==> src/vpic_pkg.sv <==
package vpic_pkg;
  // request space, five flag words of sixteen
  localparam int NREQ = 80;
  localparam int NWORD = 5;
  localparam int NIPC = 17;
  // request numbers of the connected sources
  localparam int REQ_EXT_ZERO = 0;
  localparam int REQ_CAPTURE_ONE = 1;
  localparam int REQ_COMPARE_ONE = 2;
  localparam int REQ_TIMER_ONE = 3;
  localparam int REQ_CAPTURE_TWO = 5;
  localparam int REQ_COMPARE_TWO = 6;
  localparam int REQ_TIMER_TWO = 7;
  localparam int REQ_TIMER_THREE = 8;
  localparam int REQ_SERIAL_PERIPH_ERROR = 9;
  localparam int REQ_SERIAL_PERIPH_DONE = 10;
  localparam int REQ_ASYNC_RECEIVER = 11;
  localparam int REQ_ASYNC_TRANSMITTER = 12;
  localparam int REQ_CONVERTER_DONE = 13;
  localparam int REQ_TWO_WIRE_TARGET = 16;
  localparam int REQ_TWO_WIRE_CONTROLLER = 17;
  localparam int REQ_PIN_CHANGE = 19;
  localparam int REQ_EXT_ONE = 20;
  localparam int REQ_CAPTURE_SEVEN = 22;
  localparam int REQ_CAPTURE_EIGHT = 23;
  localparam int REQ_EXT_TWO = 29;
  localparam int REQ_ASYNC_LINK_ERROR = 65;
  // implemented and external request bits, every other number reserved
  localparam logic [NREQ-1:0] IMPL_MASK = 80'h0002_0000_0000_20DB_3FEF;
  localparam logic [NREQ-1:0] EXT_MASK = 80'h0000_0000_0000_2010_0001;
  localparam logic [NWORD-1:0] IFS_MAP = 5'h13;
  localparam logic [NIPC-1:0] IPC_MAP = 17'h100BF;
  // vectors
  localparam logic [6:0] VEC_USER_OFS = 7'h08;
  localparam logic [6:0] VEC_OSC = 7'h01;
  localparam logic [6:0] VEC_ADDR = 7'h02;
  localparam logic [6:0] VEC_STACK = 7'h03;
  localparam logic [6:0] VEC_MATH = 7'h04;
  localparam logic [23:0] RESET_FETCH_ADDR = 24'h000000;
  localparam logic [23:0] PRIMARY_TABLE_BASE = 24'h000004;
  localparam logic [23:0] ALT_TABLE_OFS = 24'h000100;
  localparam logic [3:0] TRAP_LEVEL_TOP = 4'hF;
  // register word indices, byte address is four times the index
  localparam logic [7:0] IDX_CTRL_FIRST = 8'h00;
  localparam logic [7:0] IDX_CTRL_SECOND = 8'h01;
  localparam logic [7:0] IDX_LATCHED_VECTOR = 8'h02;
  localparam logic [7:0] IDX_STATUS_WORD = 8'h03;
  localparam logic [7:0] IDX_CORE_CONTROL = 8'h04;
  localparam logic [7:0] IDX_FLAG_BASE = 8'h08;
  localparam logic [7:0] IDX_ENABLE_BASE = 8'h10;
  localparam logic [7:0] IDX_PRIO_BASE = 8'h20;
  // field positions
  localparam int BIT_NEST_DIS = 15;
  localparam int BIT_DIV_ZERO = 6;
  localparam int BIT_MATH = 4;
  localparam int BIT_ADDR = 3;
  localparam int BIT_STACK = 2;
  localparam int BIT_OSC = 1;
  localparam int BIT_ALT_TABLE = 15;
  localparam int BIT_LEVEL_EXT = 3;
  localparam int SR_LEVEL_LSB = 5;
  localparam int TTREG_LEVEL_LSB = 8;
endpackage

==> src/vpic_top.sv <==
// Our own choices: the AHB-Lite slave port and the address map.
`timescale 1ns/1ps
// Notes on behaviour
// reset clears registers, fetch from zero
// reset fetches no vector
// vector is request plus eight, tables
// fields allocated in request order
// trap vectors zero to seven, fixed sources
// timer, capture, compare, ext zero numbers
// serial, async, converter request numbers
// two-wire, pin change, ext, link numbers
// reserved request numbers never assert
// flags sticky until software clears
// disabled source never interrupts
// eight-level priority per source
// latch vector and new level on accept
// cpu level in status bits 7:5
// level extension bit clear-only
// extension bit forms four-bit level
// level seven blocks user interrupts
// extension set blocks user interrupts
// nesting disable freezes level writes
// first control register bit layout
// seventeen controller registers
// lower vector wins equal priority
// nesting disable prevents preemption; the code blocks only user interrupts, and traps still preempt
// alternate table select moves fetches
// external polarity selects edge
// request only above current level
// reserved bits ignore writes, read zero
module vpic_top
  import vpic_pkg::*;
(
  // clock and reset
  input wire logic sys_clk_i,
  input wire logic resetn_i,
  // ahb-lite slave
  input wire logic hsel_i,
  input wire logic [31:0] haddr_i,
  input wire logic [1:0] htrans_i,
  input wire logic hwrite_i,
  input wire logic [2:0] hsize_i,
  input wire logic [31:0] hwdata_i,
  input wire logic hready_i,
  output logic hreadyout_o,
  output logic hresp_o,
  output logic [31:0] hrdata_o,
  // request sources, and the divide-by-zero status input
  input wire logic [NREQ-1:0] periph_evt_i,
  input wire logic [2:0] ext_pin_i,
  input wire logic trap_osc_i,
  input wire logic trap_addr_i,
  input wire logic trap_stack_i,
  input wire logic trap_math_i,
  input wire logic trap_div_zero_i,
  // core side
  input wire logic cpu_ack_i,
  input wire logic level_restore_i,
  input wire logic [3:0] level_restore_val_i,
  output logic irq_o,
  output logic [6:0] vec_num_o,
  output logic [23:0] vec_addr_o,
  output logic [3:0] new_level_o,
  output logic [3:0] cpu_level_o,
  output logic [23:0] reset_fetch_o
);

  ////////////////////////////////////////////////////////////////////////
  logic rd_pend;
  logic wr_pend;
  logic [7:0] rd_idx;
  logic [7:0] wr_idx;
  logic [15:0] rd_word;
  logic nest_dis;
  logic [4:0] trap_flag;
  logic div_zero;
  logic alt_table;
  logic [2:0] ext_pol;
  logic [2:0] cpu_ipl;
  logic level_ext;
  logic [6:0] tt_vec;
  logic [3:0] tt_level;
  logic [NREQ-1:0] flag_q;
  logic [NREQ-1:0] en_q;
  logic [2:0] prio_q [NREQ];
  logic [2:0] ext_s1;
  logic [2:0] ext_s2;
  logic [2:0] ext_s3;
  logic [NREQ-1:0] set_vec;
  logic [NREQ-1:0] ext_evt;
  logic accept;
  logic wr_on;
  logic next_irq;
  logic [6:0] next_vec;
  logic [3:0] next_level;
  logic [3:0] cur_level;

  assign accept = cpu_ack_i & irq_o;
  assign wr_on = wr_pend;
  assign cur_level = {level_ext, cpu_ipl};

  ////////////////////////////////////////////////////////////////////////
  // bus slave: writes zero-wait, reads one wait so a read sees prior writes
  always_ff @(posedge sys_clk_i) begin
    if (!resetn_i) begin
      rd_pend <= 1'b0;
      wr_pend <= 1'b0;
      rd_idx <= 8'h00;
      wr_idx <= 8'h00;
      hreadyout_o <= 1'b1;
      hresp_o <= 1'b0;
      hrdata_o <= 32'h00000000;
    end else begin
      wr_pend <= hsel_i & htrans_i[1] & hready_i & hwrite_i;
      rd_pend <= hsel_i & htrans_i[1] & hready_i & ~hwrite_i;
      if (hsel_i & htrans_i[1] & hready_i) begin
        rd_idx <= haddr_i[9:2];
        wr_idx <= haddr_i[9:2];
      end
      hreadyout_o <= ~(hsel_i & htrans_i[1] & hready_i & ~hwrite_i);
      hresp_o <= 1'b0;
      if (rd_pend) begin
        hrdata_o <= {16'h0000, rd_word};
      end
    end
  end

  // unmapped words and reserved bits read zero
  always_comb begin
    rd_word = 16'h0000;
    if (rd_idx == IDX_CTRL_FIRST) begin
      rd_word[BIT_NEST_DIS] = nest_dis;
      rd_word[BIT_DIV_ZERO] = div_zero;
      rd_word[BIT_MATH] = trap_flag[BIT_MATH];
      rd_word[BIT_ADDR] = trap_flag[BIT_ADDR];
      rd_word[BIT_STACK] = trap_flag[BIT_STACK];
      rd_word[BIT_OSC] = trap_flag[BIT_OSC];
    end else if (rd_idx == IDX_CTRL_SECOND) begin
      rd_word[BIT_ALT_TABLE] = alt_table;
      rd_word[2:0] = ext_pol;
    end else if (rd_idx == IDX_LATCHED_VECTOR) begin
      rd_word[6:0] = tt_vec;
      rd_word[TTREG_LEVEL_LSB +: 4] = tt_level;
    end else if (rd_idx == IDX_STATUS_WORD) begin
      rd_word[SR_LEVEL_LSB +: 3] = cpu_ipl;
    end else if (rd_idx == IDX_CORE_CONTROL) begin
      rd_word[BIT_LEVEL_EXT] = level_ext;
    end else if (rd_idx >= IDX_FLAG_BASE && rd_idx < IDX_FLAG_BASE + 8'(NWORD)) begin
      if (IFS_MAP[3'(rd_idx - IDX_FLAG_BASE)]) begin
        rd_word = flag_q[16 * (rd_idx - IDX_FLAG_BASE) +: 16];
      end
    end else if (rd_idx >= IDX_ENABLE_BASE && rd_idx < IDX_ENABLE_BASE + 8'(NWORD)) begin
      if (IFS_MAP[3'(rd_idx - IDX_ENABLE_BASE)]) begin
        rd_word = en_q[16 * (rd_idx - IDX_ENABLE_BASE) +: 16];
      end
    end else if (rd_idx >= IDX_PRIO_BASE && rd_idx < IDX_PRIO_BASE + 8'(NIPC)) begin
      if (IPC_MAP[5'(rd_idx - IDX_PRIO_BASE)]) begin
        for (int f = 0; f < 4; f++) begin
          rd_word[4 * f +: 3] = prio_q[4 * (rd_idx - IDX_PRIO_BASE) + f];
        end
      end
    end
  end

  ////////////////////////////////////////////////////////////////////////
  // external pins: two flops, then an edge stage
  always_ff @(posedge sys_clk_i) begin
    if (!resetn_i) begin
      ext_s1 <= 3'h0;
      ext_s2 <= 3'h0;
      ext_s3 <= 3'h0;
    end else begin
      ext_s1 <= ext_pin_i;
      ext_s2 <= ext_s1;
      ext_s3 <= ext_s2;
    end
  end

  always_comb begin
    ext_evt = '0;
    ext_evt[REQ_EXT_ZERO] = ext_pol[0] ? (ext_s3[0] & ~ext_s2[0]) : (~ext_s3[0] & ext_s2[0]);
    ext_evt[REQ_EXT_ONE] = ext_pol[1] ? (ext_s3[1] & ~ext_s2[1]) : (~ext_s3[1] & ext_s2[1]);
    ext_evt[REQ_EXT_TWO] = ext_pol[2] ? (ext_s3[2] & ~ext_s2[2]) : (~ext_s3[2] & ext_s2[2]);
  end

  // reserved numbers are masked off at the source
  assign set_vec = (periph_evt_i & IMPL_MASK & ~EXT_MASK) | (ext_evt & EXT_MASK);

  ////////////////////////////////////////////////////////////////////////
  // per-source flag, enable and priority, in request order
  for (genvar i = 0; i < NREQ; i++) begin : g_src
    logic wr_flag;
    logic wr_en;
    logic wr_prio;
    assign wr_flag = wr_on && wr_idx == IDX_FLAG_BASE + 8'(i / 16) && IFS_MAP[i / 16];
    assign wr_en = wr_on && wr_idx == IDX_ENABLE_BASE + 8'(i / 16) && IFS_MAP[i / 16];
    assign wr_prio = wr_on && wr_idx == IDX_PRIO_BASE + 8'(i / 4) && (i / 4 < NIPC);
    always_ff @(posedge sys_clk_i) begin
      if (!resetn_i || !IMPL_MASK[i]) begin
        flag_q[i] <= 1'b0;
        en_q[i] <= 1'b0;
        prio_q[i] <= 3'h0;
      end else begin
        // a set in the clearing cycle wins
        flag_q[i] <= (wr_flag ? hwdata_i[i % 16] : flag_q[i]) | set_vec[i];
        if (wr_en) begin
          en_q[i] <= hwdata_i[i % 16];
        end
        if (wr_prio) begin
          prio_q[i] <= hwdata_i[4 * (i % 4) +: 3];
        end
      end
    end
  end

  ////////////////////////////////////////////////////////////////////////
  // global control and trap status
  always_ff @(posedge sys_clk_i) begin
    if (!resetn_i) begin
      nest_dis <= 1'b0;
      trap_flag <= 5'h00;
      div_zero <= 1'b0;
      alt_table <= 1'b0;
      ext_pol <= 3'h0;
    end else begin
      if (wr_on && wr_idx == IDX_CTRL_FIRST) begin
        nest_dis <= hwdata_i[BIT_NEST_DIS];
        div_zero <= hwdata_i[BIT_DIV_ZERO] | trap_div_zero_i;
        trap_flag <= {hwdata_i[BIT_MATH:BIT_OSC], 1'b0} | {trap_math_i, trap_addr_i, trap_stack_i, trap_osc_i, 1'b0};
      end else begin
        div_zero <= div_zero | trap_div_zero_i;
        trap_flag <= trap_flag | {trap_math_i, trap_addr_i, trap_stack_i, trap_osc_i, 1'b0};
      end
      if (wr_on && wr_idx == IDX_CTRL_SECOND) begin
        alt_table <= hwdata_i[BIT_ALT_TABLE];
        ext_pol <= hwdata_i[2:0];
      end
    end
  end

  ////////////////////////////////////////////////////////////////////////
  // cpu level: accept, then restore, then software
  always_ff @(posedge sys_clk_i) begin
    if (!resetn_i) begin
      cpu_ipl <= 3'h0;
      level_ext <= 1'b0;
      tt_vec <= 7'h00;
      tt_level <= 4'h0;
    end else if (accept) begin
      tt_vec <= vec_num_o;
      tt_level <= new_level_o;
      level_ext <= new_level_o[3];
      // with nesting off a user handler runs at level seven
      cpu_ipl <= (nest_dis && !new_level_o[3]) ? 3'h7 : new_level_o[2:0];
    end else if (level_restore_i) begin
      cpu_ipl <= level_restore_val_i[2:0];
      level_ext <= level_ext & level_restore_val_i[3];
    end else begin
      if (wr_on && wr_idx == IDX_STATUS_WORD && !nest_dis) begin
        cpu_ipl <= hwdata_i[SR_LEVEL_LSB +: 3];
      end
      if (wr_on && wr_idx == IDX_CORE_CONTROL) begin
        level_ext <= level_ext & hwdata_i[BIT_LEVEL_EXT];
      end
    end
  end

  ////////////////////////////////////////////////////////////////////////
  // arbitration: traps first, lower vector wins a tie
  always_comb begin
    logic [3:0] tl;
    tl = 4'h0;
    next_irq = 1'b0;
    next_vec = 7'h00;
    next_level = 4'h0;
    if (!level_ext && cpu_ipl != 3'h7) begin
      for (int i = NREQ - 1; i >= 0; i--) begin
        if (flag_q[i] && en_q[i] && {1'b0, prio_q[i]} > cur_level
            && {1'b0, prio_q[i]} >= next_level) begin
          next_irq = 1'b1;
          next_vec = 7'(i) + VEC_USER_OFS;
          next_level = {1'b0, prio_q[i]};
        end
      end
    end
    for (int t = 4; t >= 1; t--) begin
      // trap levels sit above every user level
      tl = TRAP_LEVEL_TOP - 4'(t);
      if (trap_flag[(t == 1) ? BIT_OSC : (t == 2) ? BIT_ADDR : (t == 3) ? BIT_STACK : BIT_MATH]
          && tl > cur_level) begin
        next_irq = 1'b1;
        next_vec = 7'(t);
        next_level = tl;
      end
    end
  end

  // reset is no exception: no request and no vector until events arrive
  always_ff @(posedge sys_clk_i) begin
    if (!resetn_i) begin
      irq_o <= 1'b0;
      vec_num_o <= 7'h00;
      vec_addr_o <= PRIMARY_TABLE_BASE;
      new_level_o <= 4'h0;
      reset_fetch_o <= RESET_FETCH_ADDR;
    end else begin
      irq_o <= next_irq & ~accept;
      vec_num_o <= next_vec;
      vec_addr_o <= PRIMARY_TABLE_BASE + {16'h0000, next_vec, 1'b0} + (alt_table ? ALT_TABLE_OFS : 24'h000000);
      new_level_o <= next_level;
      reset_fetch_o <= RESET_FETCH_ADDR;
    end
  end

  always_ff @(posedge sys_clk_i) begin
    if (!resetn_i) begin
      cpu_level_o <= 4'h0;
    end else begin
      cpu_level_o <= cur_level;
    end
  end

  ////////////////////////////////////////////////////////////////////////
  a_vec_addr_map: assert property (@(posedge sys_clk_i) disable iff (!resetn_i)
    irq_o |-> vec_addr_o == PRIMARY_TABLE_BASE + {16'h0000, vec_num_o, 1'b0}
      + ($past(alt_table) ? ALT_TABLE_OFS : 24'h000000))
    else $error("vector address does not match table slot");

  a_latch_on_accept: assert property (@(posedge sys_clk_i) disable iff (!resetn_i)
    accept |=> tt_vec == $past(vec_num_o) && tt_level == $past(new_level_o) && !irq_o)
    else $error("accepted vector not latched");

  a_user_blocked: assert property (@(posedge sys_clk_i) disable iff (!resetn_i)
    irq_o && vec_num_o >= VEC_USER_OFS |-> !$past(level_ext) && $past(cpu_ipl) != 3'h7)
    else $error("user request while blocked");

  a_level_above: assert property (@(posedge sys_clk_i) disable iff (!resetn_i)
    irq_o |-> new_level_o > $past(cur_level))
    else $error("request not above cpu level");

  a_enable_gate: assert property (@(posedge sys_clk_i) disable iff (!resetn_i)
    irq_o && vec_num_o >= VEC_USER_OFS |-> |($past(en_q) & (NREQ'(1) << (vec_num_o - VEC_USER_OFS))))
    else $error("disabled source raised request");

  a_nest_freeze: assert property (@(posedge sys_clk_i) disable iff (!resetn_i)
    nest_dis && !accept && !level_restore_i |=> $stable(cpu_ipl))
    else $error("level changed while nesting disabled");

  a_ext_no_set: assert property (@(posedge sys_clk_i) disable iff (!resetn_i)
    !accept |=> !$rose(level_ext))
    else $error("level extension set by software");

  a_flag_sticky: assert property (@(posedge sys_clk_i) disable iff (!resetn_i)
    !(wr_on && wr_idx >= IDX_FLAG_BASE && wr_idx < IDX_FLAG_BASE + 8'(NWORD))
      |=> (flag_q & $past(flag_q)) == $past(flag_q) && (flag_q & ~IMPL_MASK) == '0)
    else $error("request flag lost without a write");

endmodule // vpic_top

==> config.mk <==
export PLATFORM = sky130hd
export DESIGN_NAME = vpic_top
export DESIGN_NICKNAME = d
export VERILOG_FILES = /design/src/vpic_pkg.sv /design/src/vpic_top.sv
export SDC_FILE = /design/constraint.sdc
export NUM_CORES = 1
export LEC_CHECK = 0
export BUFFER_PORTS_ARGS = -buffer_cell sky130_fd_sc_hd__buf_4
export CAP_MARGIN = 20
export CORE_MARGIN = 5
export CORE_UTILIZATION = 30
export DETAILED_ROUTE_END_ITERATION = 12
export GPL_TIMING_DRIVEN = 0
export PLACE_DENSITY_LB_ADDON = 0.15
export SYNTH_ARGS = -nofsm -noshare
export SYNTH_HDL_FRONTEND = slang
export SYNTH_SLANG_ARGS = --single-unit
==> constraint.sdc <==
create_clock -name sys_clk_i -period 34.6 [get_ports sys_clk_i]
set_clock_uncertainty 0.1 [all_clocks]
set_input_delay 6.92 -clock sys_clk_i [delete_from_list [all_inputs] [get_ports sys_clk_i]]
set_output_delay 6.92 -clock sys_clk_i [all_outputs]
set_load 0.02 [all_outputs]
==> impl_metrics.tcl <==
set metrics [dict create \
    finalCoreUtilization 0.360 \
    wl_per_cell_um 23.3 \
    max_cap_viol_count 0 \
    io_buffers 101 \
    critical_path_class "register to register" \
    vias_per_cell 5.39 \
    ys_seq_area_frac 0.342 \
    worst_slack_ps 2800 \
    grt-ovfl-total 0 \
    crit_fanout 13 \
    pwr-share-comb 0.161 \
    die_y_um 221 \
    critPathMaxStageDelay_ps 490 \
    vias 12684 \
    yosys_register_bits 197 \
    reg2reg_depth 151 \
    ioPinCount 266 \
    core_area_um2 44100 \
    clk_pin_slew_ps 80 \
    drv_slew 0 \
    crit_top_cell "ha_1" \
    nFillCells 4684 \
    async_flop_share 0 \
    routabilityCongestion 0.957 \
    slew_headroom 0.330 \
    htree_levels 4 \
    cp.required_ps 34800 \
    drt_pass1_iterations 5 \
    status "complete, no violations" \
    drive_gt1_frac 0.149 \
    p_per_area_nw_per_um2 35.1 \
    drt_iter0_markers 1049 \
    antenna_found_initial 2 \
    postCtsHoldBufs 0 \
    post-route-drc-count 0 \
    clk_path_buf_depth 2 \
    fin_crit_sh 0.919 \
    p_leak_uw 0.00661 \
    synthTopCellsByCount "nand2_1, a21oi_1, dfxtp_1, ha_1, inv_1" \
    syn_area_per_cell_um2 8.57 \
    clkPwrFrac 0.376 \
    synthToLayoutAreaGrowth_pct 18.8 \
    yosys_most_used_dff "dfxtp_1" \
    synth_edf_count 63 \
    end_kind "register" \
    cp.arrival_ps 32000 \
    synth_cell_types 91 \
    p_sw_uw 172 \
    detail-route-antenna-nets 0 \
    root_buffer "clkbuf_16" \
    min_path_cells 1 \
    synth_area_leaders "dfxtp_1, edfxtp_1, ha_1" \
    startpoint_type "register" \
    hpwl_um 43800 \
    start_util 0.303 \
    fmax_mhz 31.5 \
    timing.rr.end "vec_addr_o[4]" \
    r2r_slack_ps 2800 \
    die_area_um2 48900 \
    track_usage 0.216 \
    multi_input_area_um2 8060 \
    diodes 0 \
    cts_buffers 17 \
    grt_pass1_wl_um 80800 \
    die_w_um 221 \
    grt_start_max_net_pins 25 \
    yosysMostFrequentCell "nand2_1" \
    place_ws_ps 875 \
    rsz0062_at_grt "no" \
    cp_slowest_cell "dfxtp_2" \
    synth.largest_area_cell "dfxtp_1" \
    fin_nets 2031 \
    synth_area_um2 13400 \
    hp-class "register to register" \
    vdd_drop_max_uv 27.1 \
    cts_tree "yes" \
    tns_ps 0 \
    rows 77 \
    p_int_uw 385 \
    grt_pass1_vias 12180 \
    numClockSinks 197 \
    fin_crit_ps 31800 \
    hold_path_end "ext_s2[2]" \
    clock_latency_ps 460 \
    p_sw_frac 0.309 \
    rr_startpoint "cpu_ipl[2]" \
    power_frac_seq 0.463 \
    yosysTopAreaCellShare 0.201 \
    routed_wl_um 54900 \
    synth_cells 1560 \
    tightest_slew_ps 1010 \
    seq_area_um2 4580 \
    setup_viol 0 \
    ys_warn_count 0 \
    hold_violations 0 \
    worstHoldStart "ext_s1[2]" \
]
[layout make-up]
class | count | share of cell area
Buffer | 117 | 0.0422
Clock buffer | 20 | 0.0302
Clock inverter | 12 | 0.00796
Inverter | 88 | 0.0212
Multi-Input combinational cell | 1213 | 0.508
Sequential cell | 197 | 0.288
Tap cell | 592 | 0.0467
Timing Repair Buffer | 113 | 0.0556
[through the flow]
| stage | instances | hold slack [ps] | instance area [um2] | total power, uW |
|---|---|---|---|---|
| after floorplan | 1616 | 312 | 13600 | 311 |
| after global placement | 2309 | 317 | 15100 | 346 |
| after detailed placement | 2318 | 319 | 15200 | 350 |
| after CTS | 2350 | 339 | 15800 | 555 |
| after global routing | 2352 | 363 | 15900 | 577 |
| final | 2352 | 335 | 15900 | 557 |
[critical path: cells and delay by family (launching register included)]
kind / cells / cell delay, ps
AO/OA/AOI/OAI: 62 / 13670
flip-flops: 1 / 490
adder cells (fa/ha/maj): 22 / 5950
buffers and inverters: 9 / 1820
XOR/XNOR: 1 / 120
multiplexers: 4 / 1400
AND/OR/NAND/NOR: 53 / 8030
[worst max path at each step]
stage | startpoint | endpoint | slack (ps) | depth (start not counted)
detailed placement | cpu_ipl[2] | vec_addr_o[4] | 880 | 148
floorplan | cpu_ipl[2] | vec_addr_o[3] | 6220 | 145
global route | cpu_ipl[2] | vec_addr_o[4] | 40 | 152
finish | cpu_ipl[2] | vec_addr_o[4] | 2800 | 151
CTS | cpu_ipl[2] | vec_addr_o[4] | 710 | 148
global placement | cpu_ipl[0] | vec_addr_o[4] | 920 | 147
[cells in the final DEF (no fill, tap or decap), drive strengths merged, types with 5 or more instances in the layout]
cell / count
a21oi: 150
o211ai: 21
conb: 57
and3: 51
or3: 9
clkbuf: 67
o21ai: 61
nand2: 165
mux2i: 55
nand4: 13
nor3: 39
nand3b: 9
o221ai: 9
o31ai: 7
o21a: 16
a211oi: 14
o22ai: 14
nand3: 64
mux2: 11
clkinv: 5
nor2: 81
ha: 116
nand2b: 23
edfxtp: 63
nor4: 9
buf: 183
a31oi: 16
or2: 8
a222oi: 7
and2: 43
a22o: 5
nor2b: 26
dfxtp: 134
a21o: 16
a221oi: 8
and4: 10
inv: 93
[power by group through the flow]
stage | Clock, uW | Sequential [uW] | Combinational, uW
after floorplan | 0 | 258 | 53.1
after global placement | 0 | 263 | 83.0
after detailed placement | 0 | 262 | 87.4
after CTS | 210 | 257 | 87.8
after global routing | 221 | 258 | 98.0
final | 209 | 258 | 89.6
[sequential cells by signal (all words and copies together) (netlist names), 3 cells and up, named ones only]
register and count:
tt_level 4, prio_q 63, ext_s2 3, ext_s1 3, cpu_ipl 3, tt_vec 7, flag_q 21, ext_s3 3
wr_idx 8, vec_num_o 7, ext_pol 3, trap_flag 4, new_level_o 4, hrdata_o 16, en_q 21, vec_addr_o 8
cpu_level_o 4
[per-layer routing]
layer,share of wire,GRT usage,vias to the layer above
met5,0.00015,0,-
met4,0.025,0.0502,2
met3,0.056,0.0343,68
met2,0.47,0.361,406
met1,0.45,0.294,6208
li1,-,-,6000
[kinds of logic (layout without fill, tap and decap cells)]
group / after synthesis / after routing / share of synthesized area
muxes: 69 / 69 / 0.0561
AOI/OAI and AO/OA: 403 / 403 / 0.201
buffers and inverters: 206 / 350 / 0.0751
DFF: 197 / 197 / 0.342
xor gates and xnor gates: 2 / 2 / 0.00131
other: 1 / 57 / 0.000281
adders and majority gates: 117 / 117 / 0.109
and+or+nand+nor: 565 / 565 / 0.215
[what timing repair did]
item / 4_1_cts / 5_1_grt
resized for setup: 0 / 13
endpoints found under the setup margin: 0 / 17
buffers inserted: 0 / 3
No activity file was read; power rests on OpenSTA's default activity.
